**src/design/badr_map.svh**
```systemverilog
// Address map, reset vectors and timing counts for the board glue logic.
`ifndef BADR_MAP_SVH
`define BADR_MAP_SVH

// Monitor EPROM, first part and second part around the control hole.
`define BADR_MON_LO 16'h8000
`define BADR_MON_HI 16'hb3ff
`define BADR_MON2_LO 16'hb800
`define BADR_MON2_HI 16'hbfff
// Special test mode reset vector.
`define BADR_VEC_SPECIAL 16'hbffe
// Normal mode reset vector.
`define BADR_VEC_NORMAL 16'hfffe
// Control window and on-chip EEPROM hole.
`define BADR_CTL_LO 16'hb400
`define BADR_CTL_HI 16'hb5ff
`define BADR_EE_LO 16'hb600
`define BADR_EE_HI 16'hb7ff
// Serial controller and control strobe sub-windows.
`define BADR_SER_PAGE 12'hb40
`define BADR_CTL_PAGE 8'hb5
// Second EPROM.
`define BADR_LA_LO 16'h2000
`define BADR_LA_HI 16'h3fff
// External RAM and its monitor workspace.
`define BADR_RAM_LO 16'hc000
`define BADR_RAM_HI 16'hffff
`define BADR_WS_HI 16'hcfff

// Oscillator: 8 MHz resonator; a bus cycle takes at least three of its periods, E high for one.
`define BADR_CLK_HZ 50000000
`define BADR_OSC_HZ 8000000
`define BADR_OSC_HALF ((`BADR_CLK_HZ / `BADR_OSC_HZ) / 2)
// Reset stretch after the last reset source goes away, in ns.
`define BADR_RST_HOLD_NS 2000
`define BADR_RST_HOLD ((`BADR_RST_HOLD_NS + 19) / 20)
// Configuration programming time in the processor end, in cycles.
`define BADR_CFG_CYC 16
// Watchdog service interval in the processor end, in cycles.
`define BADR_WDOG_CYC 64

`endif

```
**src/design/badr_pkg.sv**
```systemverilog
// Types shared by the board end and the processor end.
package badr_pkg;

   // Board reset sequencer.
   typedef enum logic [1:0] {
      BADR_B_RESET = 2'b01,
      BADR_B_RUN = 2'b10
   } badr_board_st_t;

   // Processor end bus and start-up sequencer.
   typedef enum logic [5:0] {
      BADR_M_RESET = 6'b000001,
      BADR_M_CFG = 6'b000010,
      BADR_M_REBOOT = 6'b000100,
      BADR_M_IDLE = 6'b001000,
      BADR_M_ADDR = 6'b010000,
      BADR_M_DATA = 6'b100000
   } badr_mcu_st_t;

   // Operating mode as seen by the processor.
   typedef enum logic [1:0] {
      BADR_MODE_TEST = 2'b01,
      BADR_MODE_EXP = 2'b10
   } badr_mode_t;

endpackage

```
**src/design/badr_if.sv**
```systemverilog
// Board bus between the glue logic and the on-board processor.
`timescale 1ns/1ps
interface badr_if;
   // Board side.
   logic osc_clk;
   logic mode_select_a;
   logic mode_select_b;
   logic brd_rst_out;
   logic brd_rst_oe_n;
   logic mon_ce_n;
   logic la_ce_n;
   logic active_high_chip_enable;
   logic ram_ce_n;
   logic ser_ce_n;
   logic ctl_ce_n;
   logic mon_bank;
   logic la_bank;
   logic ram_bank;
   // Processor side.
   logic mcu_rst_out;
   logic mcu_rst_oe_n;
   logic [7:0] addr_hi;
   logic [7:0] ad;
   logic as_strobe;
   logic rw;
   logic e_clk;
   // Shared open-drain reset line, high unless somebody pulls it low.
   wire reset_line_n = (!brd_rst_oe_n && !brd_rst_out) ? 1'b0 :
                       (!mcu_rst_oe_n && !mcu_rst_out) ? 1'b0 : 1'b1;

   modport board (
      output osc_clk, mode_select_a, mode_select_b, brd_rst_out,
      output brd_rst_oe_n, mon_ce_n, la_ce_n, active_high_chip_enable,
      output ram_ce_n, ser_ce_n, ctl_ce_n, mon_bank, la_bank, ram_bank,
      input addr_hi, ad, as_strobe, rw, e_clk, reset_line_n
   );
   modport mcu (
      input osc_clk, mode_select_a, mode_select_b, reset_line_n,
      output mcu_rst_out, mcu_rst_oe_n, addr_hi, ad, as_strobe, rw, e_clk
   );
endinterface

```
**src/design/badr_board.sv**
```systemverilog
// Board glue: mode straps, reset sources, oscillator and address decode.
`timescale 1ns/1ps
`include "badr_map.svh"
module badr_board (
   input wire logic i_core_clk,
   input wire logic i_rst_n,
   badr_if.board bus,
   input wire logic i_supply_above_lo,
   input wire logic i_supply_above_hi,
   input wire logic i_reset_sw_n,
   input wire logic i_user_reset_sw_n,
   input wire logic i_ext_clk_sel,
   input wire logic i_ext_clk,
   input wire logic [2:0] i_bank_port,
   output logic o_under_voltage,
   output logic o_in_reset
);

   localparam int NSYNC = 9;
   // Synchronisers reset to each pin's idle level. Both switches idle high,
   // so no false press reaches the strap logic just after reset.
   localparam logic [NSYNC-1:0] SYNC_IDLE = 9'h00c;
   localparam logic [7:0] HOLD_CYC = 8'(`BADR_RST_HOLD);
   localparam logic [7:0] OSC_HALF = 8'(`BADR_OSC_HALF);

   // Every pin input except the processor bus passes two flip-flops before anything reads it.
   logic [NSYNC-1:0] sync_raw;
   logic [NSYNC-1:0] sync_m;
   logic [NSYNC-1:0] sync_q;
   assign sync_raw = {i_bank_port, i_ext_clk, i_ext_clk_sel,
                      i_user_reset_sw_n, i_reset_sw_n,
                      i_supply_above_hi, i_supply_above_lo};

   // One two-stage synchroniser per pin.
   genvar gi;
   generate
      for (gi = 0; gi < NSYNC; gi = gi + 1) begin : g_sync
         always_ff @(posedge i_core_clk or negedge i_rst_n) begin
            if (!i_rst_n) begin
               sync_m[gi] <= SYNC_IDLE[gi];
               sync_q[gi] <= SYNC_IDLE[gi];
            end else begin
               sync_m[gi] <= sync_raw[gi];
               sync_q[gi] <= sync_m[gi];
            end
         end
      end
   endgenerate

   wire above_lo = sync_q[0];
   wire above_hi = sync_q[1];
   wire reset_sw = !sync_q[2];
   wire user_sw = !sync_q[3];
   wire ext_sel = sync_q[4];
   wire ext_clk = sync_q[5];
   wire [2:0] bank_port = sync_q[8:6];

   // Under-voltage detector with two thresholds. It trips below the low
   // one and clears only above the high one, so supply noise on a slow
   // ramp cannot start and stop the processor repeatedly.
   logic uv;
   wire next_uv = uv ? !above_hi : !above_lo;
   always_ff @(posedge i_core_clk or negedge i_rst_n) begin
      if (!i_rst_n) begin
         uv <= 1'b1;
      end else begin
         uv <= next_uv;
      end
   end

   // Reset sources: under-voltage, reset switch, and the switch pair.
   wire rst_src = uv || reset_sw;
   wire both_sw = reset_sw && user_sw;

   // Reset sequencer; the line is held for a short stretch after the last
   // source goes away so the straps are stable well past the release.
   badr_pkg::badr_board_st_t st;
   badr_pkg::badr_board_st_t next_st;
   logic [7:0] hold;
   logic [7:0] next_hold;
   always_comb begin
      next_st = st;
      next_hold = hold;
      case (st)
         badr_pkg::BADR_B_RESET: begin
            if (rst_src) begin
               next_hold = HOLD_CYC;
            end else if (hold > 8'h01) begin
               next_hold = hold - 8'h01;
            end else begin
               next_hold = 8'h00;
               next_st = badr_pkg::BADR_B_RUN;
            end
         end
         badr_pkg::BADR_B_RUN: begin
            if (rst_src) begin
               next_hold = HOLD_CYC;
               next_st = badr_pkg::BADR_B_RESET;
            end
         end
         default: begin
            next_hold = HOLD_CYC;
            next_st = badr_pkg::BADR_B_RESET;
         end
      endcase
   end

   always_ff @(posedge i_core_clk or negedge i_rst_n) begin
      if (!i_rst_n) begin
         st <= badr_pkg::BADR_B_RESET;
         hold <= 8'(`BADR_RST_HOLD);
      end else begin
         st <= next_st;
         hold <= next_hold;
      end
   end

   // An ordinary reset from run clears strap b; a press of the switch pair
   // during reset sets it and it holds through release, since the user has
   // let go of the switches long before the reset stretch ends.
   logic mode_b;
   wire next_mode_b = (st == badr_pkg::BADR_B_RUN) ?
                      (rst_src ? both_sw : mode_b) : (mode_b || both_sw);
   always_ff @(posedge i_core_clk or negedge i_rst_n) begin
      if (!i_rst_n) begin
         mode_b <= 1'b0;
      end else begin
         mode_b <= next_mode_b;
      end
   end
   assign bus.mode_select_a = 1'b1;
   assign bus.mode_select_b = mode_b;

   // Open-drain reset drive: low, with the enable active, while in reset.
   logic rst_drv;
   always_ff @(posedge i_core_clk or negedge i_rst_n) begin
      if (!i_rst_n) begin
         rst_drv <= 1'b1;
      end else begin
         rst_drv <= (next_st == badr_pkg::BADR_B_RESET);
      end
   end
   assign bus.brd_rst_out = 1'b0;
   assign bus.brd_rst_oe_n = !rst_drv;
   assign o_in_reset = rst_drv;
   assign o_under_voltage = uv;

   // Oscillator: the on-board resonator is modelled by a divider of the
   // core clock; the jumper hands the pin over to an external clock.
   logic [7:0] osc_cnt;
   logic osc_int;
   logic osc_out;
   wire osc_wrap = (osc_cnt >= OSC_HALF - 8'h01);
   always_ff @(posedge i_core_clk or negedge i_rst_n) begin
      if (!i_rst_n) begin
         osc_cnt <= 8'h00;
         osc_int <= 1'b0;
         osc_out <= 1'b0;
      end else begin
         osc_cnt <= osc_wrap ? 8'h00 : osc_cnt + 8'h01;
         osc_int <= osc_wrap ? !osc_int : osc_int;
         osc_out <= ext_sel ? ext_clk : osc_int;
      end
   end
   assign bus.osc_clk = osc_out;

   // Demultiplex: the low address byte is caught while the strobe is high.
   logic [7:0] addr_lo;
   always_ff @(posedge i_core_clk or negedge i_rst_n) begin
      if (!i_rst_n) begin
         addr_lo <= 8'h00;
      end else if (bus.as_strobe) begin
         addr_lo <= bus.ad;
      end
   end

   // Decoding on the demultiplexed address. Selects only count while the
   // E-clock is high, so a device never drives during the address phase.
   wire [15:0] addr = {bus.addr_hi, addr_lo};
   wire rd = bus.e_clk && bus.rw;
   wire cyc = bus.e_clk;
   wire hit_mon = ((addr >= `BADR_MON_LO) && (addr <= `BADR_MON_HI)) ||
                  ((addr >= `BADR_MON2_LO) && (addr <= `BADR_MON2_HI));
   wire hit_la = (addr >= `BADR_LA_LO) && (addr <= `BADR_LA_HI);
   wire hit_ram = (addr >= `BADR_RAM_LO) && (addr <= `BADR_RAM_HI);
   wire hit_ser = (addr[15:4] == `BADR_SER_PAGE);
   wire hit_ctl = (addr[15:8] == `BADR_CTL_PAGE);
   // The vector bytes at the top of the monitor region fall inside hit_mon.
   wire next_mon_ce_n = !(rd && hit_mon);
   wire next_la_dec_n = !(rd && hit_la);
   wire next_la_hi = addr[13];
   wire next_ram_ce_n = !(cyc && hit_ram);
   wire next_ser_ce_n = !(cyc && hit_ser);
   wire next_ctl_ce_n = !(cyc && hit_ctl);

   // Enables are flopped so each pin is glitch-free; they trail the bus by
   // one core clock, which is far shorter than an E-clock phase.
   logic mon_ce_n;
   logic la_ce_n;
   logic la_ce_hi;
   logic ram_ce_n;
   logic ser_ce_n;
   logic ctl_ce_n;
   always_ff @(posedge i_core_clk or negedge i_rst_n) begin
      if (!i_rst_n) begin
         mon_ce_n <= 1'b1;
         la_ce_n <= 1'b1;
         la_ce_hi <= 1'b0;
         ram_ce_n <= 1'b1;
         ser_ce_n <= 1'b1;
         ctl_ce_n <= 1'b1;
      end else begin
         mon_ce_n <= next_mon_ce_n;
         la_ce_n <= next_la_dec_n;
         la_ce_hi <= next_la_hi;
         ram_ce_n <= next_ram_ce_n;
         ser_ce_n <= next_ser_ce_n;
         ctl_ce_n <= next_ctl_ce_n;
      end
   end
   assign bus.mon_ce_n = mon_ce_n;
   assign bus.la_ce_n = la_ce_n;
   assign bus.active_high_chip_enable = la_ce_hi;
   assign bus.ram_ce_n = ram_ce_n;
   assign bus.ser_ce_n = ser_ce_n;
   assign bus.ctl_ce_n = ctl_ce_n;

   // Bank lines come straight from the serial controller's output port.
   logic [2:0] bank;
   always_ff @(posedge i_core_clk or negedge i_rst_n) begin
      if (!i_rst_n) begin
         bank <= 3'h0;
      end else begin
         bank <= bank_port;
      end
   end
   assign bus.mon_bank = bank[0];
   assign bus.la_bank = bank[1];
   assign bus.ram_bank = bank[2];

endmodule

```
**src/flat_wrapper.sv**
```systemverilog
// flat-port wrapper written by rule: the top's interface ports become plain ports
module badr_board_flat 
  (i_core_clk, i_rst_n, i_supply_above_lo, i_supply_above_hi, i_reset_sw_n, i_user_reset_sw_n, i_ext_clk_sel, i_ext_clk, i_bank_port, o_under_voltage, o_in_reset, bus_osc_clk, bus_mode_select_a, bus_mode_select_b, bus_brd_rst_out, bus_brd_rst_oe_n, bus_mon_ce_n, bus_la_ce_n, bus_active_high_chip_enable, bus_ram_ce_n, bus_ser_ce_n, bus_ctl_ce_n, bus_mon_bank, bus_la_bank, bus_ram_bank, bus_addr_hi, bus_ad, bus_as_strobe, bus_rw, bus_e_clk);
  badr_if bus_i ();
  input wire logic i_core_clk;
  input wire logic i_rst_n;
  input wire logic i_supply_above_lo;
  input wire logic i_supply_above_hi;
  input wire logic i_reset_sw_n;
  input wire logic i_user_reset_sw_n;
  input wire logic i_ext_clk_sel;
  input wire logic i_ext_clk;
  input wire logic [2:0] i_bank_port;
  output logic o_under_voltage;
  output logic o_in_reset;
  output wire logic [$bits(bus_i.osc_clk)-1:0] bus_osc_clk;
  output wire logic [$bits(bus_i.mode_select_a)-1:0] bus_mode_select_a;
  output wire logic [$bits(bus_i.mode_select_b)-1:0] bus_mode_select_b;
  output wire logic [$bits(bus_i.brd_rst_out)-1:0] bus_brd_rst_out;
  output wire logic [$bits(bus_i.brd_rst_oe_n)-1:0] bus_brd_rst_oe_n;
  output wire logic [$bits(bus_i.mon_ce_n)-1:0] bus_mon_ce_n;
  output wire logic [$bits(bus_i.la_ce_n)-1:0] bus_la_ce_n;
  output wire logic [$bits(bus_i.active_high_chip_enable)-1:0] bus_active_high_chip_enable;
  output wire logic [$bits(bus_i.ram_ce_n)-1:0] bus_ram_ce_n;
  output wire logic [$bits(bus_i.ser_ce_n)-1:0] bus_ser_ce_n;
  output wire logic [$bits(bus_i.ctl_ce_n)-1:0] bus_ctl_ce_n;
  output wire logic [$bits(bus_i.mon_bank)-1:0] bus_mon_bank;
  output wire logic [$bits(bus_i.la_bank)-1:0] bus_la_bank;
  output wire logic [$bits(bus_i.ram_bank)-1:0] bus_ram_bank;
  input wire logic [$bits(bus_i.addr_hi)-1:0] bus_addr_hi;
  input wire logic [$bits(bus_i.ad)-1:0] bus_ad;
  input wire logic [$bits(bus_i.as_strobe)-1:0] bus_as_strobe;
  input wire logic [$bits(bus_i.rw)-1:0] bus_rw;
  input wire logic [$bits(bus_i.e_clk)-1:0] bus_e_clk;
  assign bus_osc_clk = bus_i.osc_clk;
  assign bus_mode_select_a = bus_i.mode_select_a;
  assign bus_mode_select_b = bus_i.mode_select_b;
  assign bus_brd_rst_out = bus_i.brd_rst_out;
  assign bus_brd_rst_oe_n = bus_i.brd_rst_oe_n;
  assign bus_mon_ce_n = bus_i.mon_ce_n;
  assign bus_la_ce_n = bus_i.la_ce_n;
  assign bus_active_high_chip_enable = bus_i.active_high_chip_enable;
  assign bus_ram_ce_n = bus_i.ram_ce_n;
  assign bus_ser_ce_n = bus_i.ser_ce_n;
  assign bus_ctl_ce_n = bus_i.ctl_ce_n;
  assign bus_mon_bank = bus_i.mon_bank;
  assign bus_la_bank = bus_i.la_bank;
  assign bus_ram_bank = bus_i.ram_bank;
  assign bus_i.addr_hi = bus_addr_hi;
  assign bus_i.ad = bus_ad;
  assign bus_i.as_strobe = bus_as_strobe;
  assign bus_i.rw = bus_rw;
  assign bus_i.e_clk = bus_e_clk;
  badr_board u_core (.i_core_clk(i_core_clk), .i_rst_n(i_rst_n), .bus(bus_i), .i_supply_above_lo(i_supply_above_lo), .i_supply_above_hi(i_supply_above_hi), .i_reset_sw_n(i_reset_sw_n), .i_user_reset_sw_n(i_user_reset_sw_n), .i_ext_clk_sel(i_ext_clk_sel), .i_ext_clk(i_ext_clk), .i_bank_port(i_bank_port), .o_under_voltage(o_under_voltage), .o_in_reset(o_in_reset));
endmodule
```
**config.mk**
```make
export PLATFORM = sky130hd
export DESIGN_NAME = badr_board_flat
export DESIGN_NICKNAME = d
export VERILOG_FILES = /design/src/design/badr_pkg.sv /design/src/design/badr_if.sv /design/src/design/badr_board.sv /design/src/flat_wrapper.sv
export VERILOG_INCLUDE_DIRS = /design/src /design/src/design
export SDC_FILE = /design/constraint.sdc
export NUM_CORES = 1
export LEC_CHECK = 0
export BUFFER_PORTS_ARGS = -buffer_cell sky130_fd_sc_hd__buf_4
export CORE_MARGIN = 8
export CORE_UTILIZATION = 50
export DETAILED_ROUTE_END_ITERATION = 7
export PLACE_DENSITY = 0.81
export SLEW_MARGIN = 20
export SYNTH_ARGS = -nofsm -noshare
export SYNTH_HDL_FRONTEND = slang
export SYNTH_SLANG_ARGS = --single-unit
```
**constraint.sdc**
```tcl
create_clock -name i_core_clk -period 1.97 [get_ports i_core_clk]
set_clock_uncertainty 0.1 [all_clocks]
set_input_delay 0.2955 -clock i_core_clk [delete_from_list [all_inputs] [get_ports i_core_clk]]
set_output_delay 0.2955 -clock i_core_clk [all_outputs]
set_load 0.005 [all_outputs]
```
Yosys cells after proc, flatten, opt, wreduce, memory -nomap -nowiden --
Cells that the tools add are included.
Operators by class: eq/ne operators 6, multiplexer cells 13, add/sub/neg operators 2, magnitude comparators 10, reduce and logical (&&, ||, !) cells 25
Operators by type and width (count):
- $ge A16 B16 Y1 const B | 3
- $le A16 B16 Y1 const B | 3
- $mux W8 | 4
- $ge A16 B14 Y1 const B | 1
- $le A16 B14 Y1 const B | 1
- $pmux W8 S2 | 1
- $eq A12 B12 Y1 const B | 1
- $logic_and A1 B1 Y1 | 11
- $logic_not A1 Y1 | 11
- $add A8 B1 Y8 const B | 1
- $eq A8 B8 Y1 const B | 1
- $ge A8 B2 Y1 const B | 1
- $gt A8 B1 Y1 const B | 1
- $sub A8 B1 Y8 const B | 1
- $mux W2 | 3
- $eq A2 B1 Y1 const B | 2
- $mux W1 | 4
- $pmux W2 S2 | 1
- $logic_or A1 B1 Y1 | 3
- $eq A2 B2 Y1 const B | 1
- $ne A2 B1 Y1 const B | 1
Word-level totals: word-level logic and storage cells 90, register bits after elaboration 58

Logic depth before layout (Yosys ltp) --
Gate-level depths: netlist (run 1).
depth after elaboration 5, gate-level depth with buffers 7

Worst setup path before layout (run 1) --
No wires, ideal clock.
path kind register to register, from reg u_core.hold[0], to reg u_core.hold[4], data arrival time 1.641 ns, setup time 0.069 ns, cell stages (with the launch flop) 6, data required time 1.801 ns, slack 0.160 ns, period minus slack after synthesis 1.810 ns, cells stage by stage dfrtp_1 > inv_1 > ha_1 > or3b_2 > or4_1 > nand3_1
On the way: word-level cells in the longest chain between the ends 4, elaborated cells on any way between the ends 5
Ends and longest elaborated chain:
- start: declaration | line badr_board.sv:79 | logic [7:0] hold;
- start signal: assignment | line badr_board.sv:111 | hold <= 8'(`BADR_RST_HOLD);
- start signal: assignment | line badr_board.sv:114 | hold <= next_hold;
- $sub A8 B1 Y8 / $gt A8 B1 Y1 (equally long branches) | line badr_board.sv:89, badr_board.sv:88
- $mux W8 (*) | line badr_board.sv:88 | end else if (hold > 8'h01) begin
- $mux W8 (*) | line badr_board.sv:86 | if (rst_src) begin
- $pmux W8 S2 (*) | line badr_board.sv:84 | case (st)
Every way passes the cells marked *; elsewhere a longest branch is shown, timed or not. A chain may end at the register's enable or synchronous reset.

Worst setup path after layout (run 1) --
from reg u_core.st[0], to reg u_core.hold[4]
On the way: word-level cells in the longest chain between the ends 2, elaborated cells on any way between the ends 4
Ends and longest elaborated chain:
- start: declaration | line badr_board.sv:77 | badr_pkg::badr_board_st_t st;
- start signal: assignment | line badr_board.sv:110 | st <= badr_pkg::BADR_B_RESET;
- start signal: assignment | line badr_board.sv:113 | st <= next_st;
- $eq A2 B2 Y1 / $eq A2 B1 Y1 (equally long branches) | line badr_board.sv:84
- $pmux W8 S2 / $ne A2 B1 Y1 (equally long branches)
Several ways; a longest one is shown, not always the timed one.

==> flow_metrics.py, run 1 <==
metrics = {
    "status": {
        "status": "finished clean",
    },
    "timing": {
        "post-route-min-period_ns": 1.81,
        "fmax_mhz": 553,
        "rsz0062_at_grt": "false",
        "whs_ns": 0.0225,
        "relSlewSlack_pct": 57.0,
        "hold_viol": 0,
        "worstMarginPinSlew_ns": 0.645,
        "tns_ns": 0,
        "fin_crit_sh_pct": 91.8,
        "maxSlewViolCount": 0,
        "setup_violations": 0,
    },
    "die": {
        "die_w_um": 79.7,
        "rows": 23,
        "fp.coreArea_um2": 3940,
        "initial_core_util_pct": 51.5,
        "die-area_um2": 6350,
        "pin_count": 46,
        "die_y_um": 79.7,
    },
    "placement": {
        "place_hpwl_um": 2760,
        "routabilityCongestion": 0.838,
        "portBuffers": 39,
        "dpl_cell_area_um2": 2400,
    },
    "drt": {
        "ant_nets": 0,
        "drc": 0,
        "drt-pass1-iter-count": 4,
        "drt_iter0_markers": 57,
        "vias": 1366,
        "wl_met1_um": 1560,
        "dr_wl_met2_um": 1820,
        "drt_wl_total_um": 3880,
        "routedWlPerCell_um": 14.5,
        "highest_layer": "met4",
        "met3_length_um": 425,
        "via_per_inst": 5.10,
    },
    "clocking": {
        "clk-insertion-delay-late_ns": 0.30,
        "cts_root_buf": "clkbuf_8",
        "cts_sinks": 54,
        "htreeDepth": 2,
        "cts_tree": "done",
        "clockBufferDepth": 2,
        "post-cts-setup-buffers": 0,
        "cts.reportedPaths.clkPinSlew_ns": 0.09,
        "numCtsBuffers": 5,
    },
    "grt": {
        "grt_pass1_vias": 1487,
        "grt_pass1_wl_um": 6540,
        "grt.overflow.total": 0,
        "antenna_found_initial": 0,
        "grt_max_degree": 55,
        "grt_use_total_pct": 13.3,
    },
    "flow_run": {
        "cap_violations": 0,
    },
    "synthesis": {
        "ys_types": 36,
        "synthCells": 157,
        "yosys_register_bits": 54,
        "ys_seq_area_share_pct": 67.5,
        "synthesis.area_um2": 2030,
        "synth_top_area_share_pct": 48.1,
        "yosys.area.top_type": "dfrtp_1",
        "synth.area.top_cells": "dfrtp_1, dfstp_2, ha_1, mux2_2, nand3_1",
        "yosys_warnings": 0,
        "syn_area_per_cell_um2": 12.9,
    },
    "critical_path": {
        "crit_arrival_ns": 1.95,
        "setup.worst_path.end_class": "flop",
        "rrSetupSlack_ns": 0.16,
        "path_max_fanout": 6,
        "crit_path_start_kind": "flop",
        "r2r_cells": 5,
        "worstReg2RegEnd": "u_core.hold[4]",
        "crit_type": "flop to flop",
        "crit_slowest_cell": "dfstp_2",
        "crit_chain": "inv_1, ha_1, and3b_1, or4_1, nand3_1",
        "r2r_start": "u_core.st[0]",
        "cpPeakStageDelay_ns": 0.56,
        "worstPathRequired_ns": 2.11,
    },
    "min_path": {
        "min_path_cells": 2,
        "hold_class": "input pin to flop",
        "hold_start": "bus_addr_hi[0]",
        "hold_end": "u_core.bus.ctl_ce_n",
    },
    "cells_and_area": {
        "drive_gt1_share_pct": 34.4,
        "synthToLayoutAreaGrowth_pct": 29.5,
        "final_util_pct": 66.7,
        "fin_nets": 253,
        "fillers": 294,
        "diodes": 0,
        "stdcell_area_um2": 2630,
    },
    "power": {
        "power_density_nw_per_um2": 917,
        "ir_worst_vdd_v": 0.000526,
        "finalPower_mw": 2.41,
        "p_leak_nw": 1.19,
    },
}
## what timing repair did
item,in CTS,in global routing
hold buffers,11,0
resized for setup,0,2
hold endpoints to repair,49,0
endpoints found under the setup margin,0,2
## worst max-delay path: cells and delay by family (launching register included)
family / cells / cell delay (ns)
AND/OR/NAND/NOR: 3 / 0.79
flip-flops: 1 / 0.56
adder cells (fa/ha/maj): 1 / 0.25
buffers and inverters: 1 / 0.05
## per-layer routing
metal  up-vias  global-route usage, %
li1        647                      -
met1       661                   13.7
met2        50                   21.5
met3         8                   7.09
met4         0                   6.48
met5         -                      0
## per-stage QoR
stage / std cells / setup slack (ns)
global route: 268 / 0.0488
detailed placement: 249 / 0.0702
CTS: 268 / 0.0589
global placement: 249 / 0.111
finish: 268 / 0.162
floorplan: 162 / 0.160
## state kept, by name, summed over array words and instances, names as in the netlist, 2 cells and up
signal / flops
u_core.sync_m: 9
u_core.hold: 8
u_core.osc_cnt: 8
u_core.addr_lo: 4
u_core.bank: 3
u_core.bank_port: 3
u_core.st: 2
u_core.sync_q: 2
## worst max-delay path by stage
stage	from	to	slack, ns
2_1_floorplan	u_core.hold[0]	u_core.hold[4]	0.16
3_3_place_gp	u_core.hold[0]	u_core.hold[4]	0.11
3_5_place_dp	u_core.hold[1]	u_core.hold[6]	0.07
4_1_cts	u_core.hold[1]	u_core.hold[6]	0.06
5_1_grt	u_core.st[0]	u_core.hold[4]	0.05
6_report	u_core.st[0]	u_core.hold[4]	0.16
## cells in the final DEF, fill, tap and decap left out, types with 2 or more instances in the layout
cell / netlist / routed
buf_4: 2 / 41
dfrtp_1: 39 / 39
dfstp_2: 15 / 15
dlygate4sd3_1: 0 / 11
inv_1: 9 / 9
nand3_1: 9 / 9
nand2_1: 8 / 8
nor2_1: 7 / 7
o21ai_0: 7 / 7
a21oi_1: 7 / 7
conb_1: 2 / 7
mux2_2: 5 / 5
ha_1: 6 / 5
clkbuf_8: 0 / 5
nand2b_1: 4 / 4
nor3_1: 4 / 4
and3b_1: 3 / 3
nor4_1: 3 / 3
o21a_1: 3 / 3
or2_2: 2 / 2
nand3b_1: 2 / 2
o22a_1: 2 / 2
or3_1: 2 / 2
## cell usage after synthesis
master and number:
nor2b_1 1, ha_1 6, o31ai_1 1, nand4bb_1 1
nor4_2 1, nand3b_1 2, or2_2 2, mux2i_1 1
dfrtp_1 39, clkbuf_1 2, conb_1 2, or4_1 1
mux2_2 5, o22a_1 2, or3_1 2, nand2_1 8
nand3_1 9, nor2_1 7, o311ai_1 1, inv_1 9
or3b_2 1, a21oi_1 7, nor3_1 4, or4_4 1
nand4_1 1, and3b_1 3, buf_4 2, o22ai_1 1
nand4b_1 1, o21a_1 3, xor2_1 1, xnor2_1 1
dfstp_2 15, nor4_1 3, nand2b_1 4, o21ai_0 7
## final cells by class
| class | count | area [µm²] | area share [%] |
|---|---|---|---|
| Sequential cell | 54 | 1370 | 52.1 |
| Multi-Input combinational cell | 95 | 627 | 23.8 |
| Timing Repair Buffer | 52 | 418 | 15.9 |
| Clock buffer | 5 | 68.8 | 2.62 |
| Tap cell | 50 | 62.6 | 2.38 |
| Clock inverter | 3 | 48.8 | 1.86 |
| Inverter | 9 | 33.8 | 1.29 |
## power breakdown
part           total, mW  internal, mW  switching [mW]
Clock              0.749         0.387           0.362
Combinational      0.375         0.199           0.176
Sequential          1.29          1.23          0.0596
Total               2.41          1.81           0.598
## cells by family (layout without fill, tap and decap cells)
logic type	after synthesis	count (layout)	share of synthesized area [%]
AO/OA/AOI/OAI	22	22	6.54
XOR/XNOR	2	2	0.863
adder cells (fa/ha/maj)	6	6	3.70
buffers and inverters	13	69	2.77
flip-flops	54	54	67.5
multiplexers	6	6	3.27
other	2	7	0.370
AND/OR/NAND/NOR	52	52	15.0
No activity file was read; power rests on OpenSTA's default activity.
==> run 2: changes to the inputs <==
ABC_AREA = 1   (was unset)
PLACE_DENSITY = 0.8   (was 0.81)
clock period = 2.07 ns   (was 1.97 ns; I/O delays follow)
==> run 2 against run 1 <==
Combinational power increased by 6.1%. Sequential power decreased by 6%. Utilization about the same. Final cell count increased by 10%. Non-clock buffer count decreased by 3. Sequential share of layout area decreased by 0.73 points. Critical path type unchanged. Critical endpoint is now u_core.hold[3].
==> flow_metrics.py, run 2 <==
metrics = {
    "clocking": {
        "clk-insertion-delay-late_ns": 0.30,
        "post-cts-setup-buffers": 0,
        "cts.reportedPaths.clkPinSlew_ns": 0.09,
        "cts_root_buf": "clkbuf_8",
        "clockBufferDepth": 2,
        "htreeDepth": 2,
        "cts_tree": "done",
        "cts-resized-gates": 0,
        "numCtsBuffers": 5,
        "cts_sinks": 54,
    },
    "cells_and_area": {
        "diodes": 0,
        "final_cell_mix": "buf_4, dfrtp_1, nand2_1",
        "largest_reg_flops": 9,
        "reg_top3": "u_core.sync_m (9), u_core.hold (8), u_core.osc_cnt (8)",
        "fin_nets": 280,
        "synthToLayoutAreaGrowth_pct": 27.5,
        "top_register": "u_core.sync_m",
        "final_util_pct": 66.7,
        "drive_gt1_share_pct": 34.7,
    },
    "power": {
        "clock_power_share_pct": 31.4,
        "p_int_mw": 1.74,
        "switching_share_pct": 25.4,
        "p_leak_nw": 1.30,
        "switching_power_uw": 593,
        "power_frac_seq_pct": 51.6,
        "power_frac_comb_pct": 17.0,
        "ir_worst_vdd_v": 0.000700,
        "power_density_nw_per_um2": 877,
    },
    "critical_path": {
        "crit_chain": "inv_1, ha_1, inv_2, nor2_4, nor2_4, xor2_1, nor2_1",
        "worstSetupStartpoint": "u_core.st[0]",
        "r2r_start": "u_core.st[0]",
        "worstPathRequired_ns": 2.17,
        "path_buf_inv": 2,
        "cpPeakStageDelay_ns": 0.55,
        "path_max_fanout": 4,
        "crit_arrival_ns": 1.69,
        "setup.worst_path.end_class": "flop",
        "cp_top_family": "flip-flops",
        "cp_common_cell": "nor2_4",
        "crit_type": "flop to flop",
        "crit_path_start_kind": "flop",
        "crit_slowest_cell": "dfstp_2",
    },
    "min_path": {
        "hold_class": "input pin to flop",
        "hold_start": "bus_addr_hi[0]",
    },
    "timing": {
        "worstMarginPinSlew_ns": 0.626,
        "fmax_mhz": 628,
        "rsz0062_at_grt": "false",
        "setup_violations": 0,
        "maxSlewViolCount": 0,
        "fin_crit_sh_pct": 76.9,
        "relSlewSlack_pct": 58.2,
        "post-route-min-period_ns": 1.59,
        "hold_viol": 0,
        "tns_ns": 0,
    },
    "placement": {
        "routabilityCongestion": 0.794,
        "portBuffers": 39,
        "place_hpwl_um": 2550,
    },
    "grt": {
        "grt.overflow.total": 0,
        "grt_pass1_wl_um": 6130,
        "antenna_found_initial": 0,
        "grt_pass1_vias": 1508,
        "grt_use_total_pct": 12.1,
        "grt_max_degree": 55,
    },
    "synthesis": {
        "synth-main-ff-cell": "dfrtp_1",
        "synth-edff-count": 0,
        "yosys_warnings": 0,
        "synthesis.area_um2": 2090,
        "syn_area_per_cell_um2": 11.2,
        "yosys.area.top_type": "dfrtp_1",
        "ys_seq_area_share_pct": 65.5,
        "ys_types": 30,
        "synth.area.top_cells": "dfrtp_1, dfstp_2, nand2_1, inv_1, ha_1",
        "synth.most_common_cell": "dfrtp_1",
        "synthTopCellsByCount": "dfrtp_1, nand2_1, inv_1, dfstp_2, nor2_1",
        "yosys_register_bits": 54,
        "synthCells": 186,
        "async_flop_share_pct": 100,
        "synth_top_area_share_pct": 46.7,
    },
    "status": {
        "status": "finished clean",
    },
    "drt": {
        "via_per_inst": 4.66,
        "routedWlPerCell_um": 12.1,
        "vias": 1376,
        "drc": 0,
        "ant_nets": 0,
        "drt_wl_total_um": 3570,
        "drt-pass1-iter-count": 4,
        "drt_iter0_markers": 57,
    },
    "die": {
        "pin_count": 46,
        "die_w_um": 80.7,
        "rows": 23,
        "initial_core_util_pct": 52.3,
        "fp.coreArea_um2": 4000,
        "die_y_um": 80.7,
        "die-area_um2": 6510,
    },
    "flow_run": {
        "cap_violations": 0,
    },
}
## run 2: logic make-up after synthesis
logic type / Yosys count / synth area share [%]
and+or+nand+nor: 70 / 16.3
buffers and inverters: 30 / 5.80
other: 2 / 0.359
muxes: 2 / 1.02
DFF: 54 / 65.5
adders and majority gates: 6 / 3.59
xor gates and xnor gates: 4 / 2.04
AOI/OAI and AO/OA: 18 / 5.33
## run 2: worst register-to-register path: cells and delay by family (launching register included)
kind                       cells  cell delay (ns)
buffers and inverters          2             0.17
and+or+nand+nor                3             0.22
xor gates and xnor gates       1             0.17
DFF                            1             0.55
adders and majority gates      1             0.27
## run 2: metal layers
metal	wire length, µm	track usage, %
met1	1470	12.2
met2	1780	21.2
met3	278	5.25
met4	53	4.82
met5	0	0
## run 2: final timing paths
check / end / depth (start not counted) / slack, ns
setup / recovery: u_core.hold[3] / 7 / 0.48
hold / removal: u_core.bus.ctl_ce_n / 2 / 0.03
setup reg to reg: u_core.hold[3] / 7 / 0.48
hold reg to reg: u_core.above_hi / 0 / 0.25
max in group asynchronous: u_core.bus.active_high_chip_enable / 2 / 0.99
min in group asynchronous: u_core.ext_clk / 2 / 0.46
## run 2: what timing repair did
action,in CTS,in global routing
setup endpoints to repair,0,0
endpoints found under the hold margin,48,0
hold buffers,10,0
## run 2: area by class of cell
class | count | area [µm²]
fill | 297 | 1330
inverter | 27 | 101
timing repair buffer | 49 | 393
clock buffer | 6 | 82.6
multi-input combinational | 107 | 618
clock inverter | 2 | 38.8
sequential | 54 | 1370
tap | 50 | 62.6
## run 2: power groups by stage
stage,Combinational [mW],Sequential [mW],Clock (mW)
after floorplan,0.237,1.22,0
after global placement,0.373,1.22,0
after detailed placement,0.389,1.23,0
after CTS,0.406,1.21,0.753
after global routing,0.459,1.22,0.780
final,0.398,1.21,0.734
## run 2: through the flow
step	power, mW	hold slack [ns]	setup slack, ns	instance area [µm²]	std cells
6_report	2.34	0.0322	0.479	2670	295
5_1_grt	2.46	0.0184	0.382	2670	295
3_3_place_gp	1.59	0.232	0.528	2440	277
2_1_floorplan	1.46	-0.0851	0.605	2110	191
3_5_place_dp	1.62	0.235	0.504	2440	277
4_1_cts	2.37	0.0188	0.480	2670	295
==> run 3: changes to the inputs <==
CORE_UTILIZATION = 47   (was 50)
PLACE_DENSITY = 0.79   (was 0.8)
clock period = 1.37 ns   (was 2.07 ns; I/O delays follow)
==> run 3 against run 2 <==
The flow now finishes with violations (negative hold slack, negative setup slack). Clock power rose by 49%. Setup slack got worse by 0.55 ns. Sequential share of layout area shrank 5.3 points. Die area increased by 5.1%. Final cell count increased by 7.5%. Critical path depth rose by 2. Global-route usage up 1.4 points. Worst hold slack worse by 0.033 ns.
==> flow_metrics.py, run 3 (synthesized netlist as in run 2, its figures left out) <==
metrics = {
    "clocking": {
        "cts.reportedPaths.clkPinSlew_ns": 0.10,
        "cts_root_buf": "clkbuf_8",
        "htreeDepth": 2,
        "clockBufferDepth": 2,
        "cts_tree": "done",
        "clk-insertion-delay-late_ns": 0.31,
        "numCtsBuffers": 5,
        "cts_sinks": 54,
    },
    "timing": {
        "setup_violations": 8,
        "fmax_mhz": 692,
        "fin_crit_sh_pct": 105,
        "hold_viol": 1,
        "post-route-min-period_ns": 1.45,
        "maxSlewViolCount": 0,
        "whs_ns": -0.000979,
        "fin_ws_ns": -0.0753,
        "rsz0062_at_grt": "true",
    },
    "drt": {
        "ant_nets": 0,
        "via_per_inst": 4.69,
        "drt-pass1-iter-count": 4,
        "drc": 0,
        "routedWlPerCell_um": 13.7,
        "drt_iter0_markers": 59,
        "drt_wl_total_um": 4330,
        "vias": 1487,
    },
    "die": {
        "rows": 24,
        "initial_core_util_pct": 48.4,
        "pin_count": 46,
        "fp.coreArea_um2": 4320,
        "die_y_um": 82.7,
        "die-area_um2": 6840,
        "die_w_um": 82.7,
    },
    "cells_and_area": {
        "final_common_cell": "buf_4",
        "fin_nets": 300,
        "top_register": "u_core.sync_m",
        "reg_top3": "u_core.sync_m (9), u_core.hold (8), u_core.osc_cnt (8)",
        "final_cells": 317,
        "diodes": 0,
        "final_cell_mix": "buf_4, dfrtp_1, nand2_1",
        "fillers": 287,
        "drive_gt1_share_pct": 46.8,
        "largest_reg_flops": 9,
        "synthToLayoutAreaGrowth_pct": 42.1,
    },
    "grt": {
        "use_met2_pct": 24.7,
        "grt_pass1_vias": 1606,
        "use_met3_pct": 4.55,
        "antenna_found_initial": 0,
        "grt_use_total_pct": 13.5,
        "busiest_layer": "met2",
        "grt_pass1_wl_um": 7110,
        "grt_max_degree": 32,
        "use_met1_pct": 13.9,
        "grt.overflow.total": 0,
    },
    "critical_path": {
        "path_max_fanout": 4,
        "worstReg2RegEnd": "u_core.hold[7]",
        "crit_type": "flop to flop",
        "rrSetupSlack_ns": -0.08,
        "r2r_start": "u_core.st[0]",
        "crit_arrival_ns": 1.59,
        "worstPathRequired_ns": 1.52,
        "crit_path_start_kind": "flop",
        "setup.worst_path.end_class": "flop",
        "r2r_cells": 9,
    },
    "min_path": {
        "hold_start": "bus_addr_hi[6]",
        "hold_end": "u_core.bus.ram_ce_n",
        "hold_class": "input pin to flop",
        "min_path_cells": 2,
    },
    "power": {
        "ir_worst_vdd_v": 0.000870,
        "power_density_nw_per_um2": 1280,
        "p_leak_nw": 1.42,
    },
    "status": {
        "violations": "negative hold slack, negative setup slack",
        "status": "finished with violations",
    },
    "placement": {
        "place_hpwl_um": 2640,
        "portBuffers": 39,
        "routabilityCongestion": 0.836,
        "preCtsSetupSlack_ns": -0.0739,
        "placedCellCount": 289,
    },
    "flow_run": {
        "cap_violations": 0,
    },
}
[run 3: cell count changes in the layout (fill, tap and decap cells not counted), sizes merged]
cell and change:
buf +15, dlygate4sd3 +5, clkinvlp +1, clkbuf -1
[run 3: cell type report]
cell class                 instances  area (µm²)  area share, %
clock buffer                       5        68.8           2.32
multi-input combinational        107         737           24.8
inverter                          27         105           3.54
clock inverter                     3        48.8           1.64
timing repair buffer              69         576           19.4
sequential                        54        1370           46.1
tap                               52        65.1           2.19
[run 3: through the flow]
step | TNS, ns | power (mW) | hold WS [ns] | area (µm²) | util [%]
global route | -1.06 | 3.99 | 0.0114 | 2970 | 68.7
CTS | -0.297 | 3.67 | 0.00696 | 2890 | 66.8
floorplan | -0.00156 | 2.22 | -0.190 | 2130 | -
finish | -0.322 | 3.82 | -0.000979 | 2970 | 68.7
detailed placement | -0.328 | 2.50 | 0.0148 | 2550 | 59.0
global placement | -0.181 | 2.48 | 0.0137 | 2550 | 59.0
[run 3: worst max path at each step]
| stage | slack (ns) | end | start |
|---|---|---|---|
| detailed placement | -0.07 | u_core.hold[3] | u_core.st[0] |
| global route | -0.16 | u_core.hold[3] | u_core.st[0] |
| CTS | -0.07 | u_core.hold[3] | u_core.st[0] |
| finish | -0.08 | u_core.hold[7] | u_core.st[0] |
| floorplan | -0.0008 | u_core.hold[7] | u_core.hold[0] |
| global placement | -0.04 | u_core.hold[0] | u_core.st[0] |
[run 3: what timing repair did]
item,4_1_cts,5_1_grt
endpoints found under the setup margin,11,16
gates resized for setup,11,20
buffers inserted,3,2
hold buffers,16,0
hold endpoints to repair,65,0
pin swaps,9,11
[run 3: power by group]
| group | switching [mW] | leakage [nW] | internal (mW) |
|---|---|---|---|
| Combinational | 0.460 | 0.729 | 0.442 |
| Clock | 0.529 | 0.0563 | 0.556 |
| Sequential | 0.0688 | 0.631 | 1.76 |
| Total | 1.06 | 1.42 | 2.76 |
[run 3: critical path, stage by stage, from the launching register on]
cell and delay [ns]:
dfstp_2 0.56, inv_2 0.06, ha_4 0.17, inv_4 0.07
nor2_4 0.05, nor2_4 0.10, nand2_1 0.06, nand2_1 0.06
nand2_1 0.07, nor2_2 0.08
[run 3: routing by layer]
layer	vias to the layer above	wire [µm]	share of wire [%]
met1	727	1640	38
met3	9	210	4.9
li1	721	-	-
met4	0	60	1.4
met5	-	0	0
met2	30	2420	56
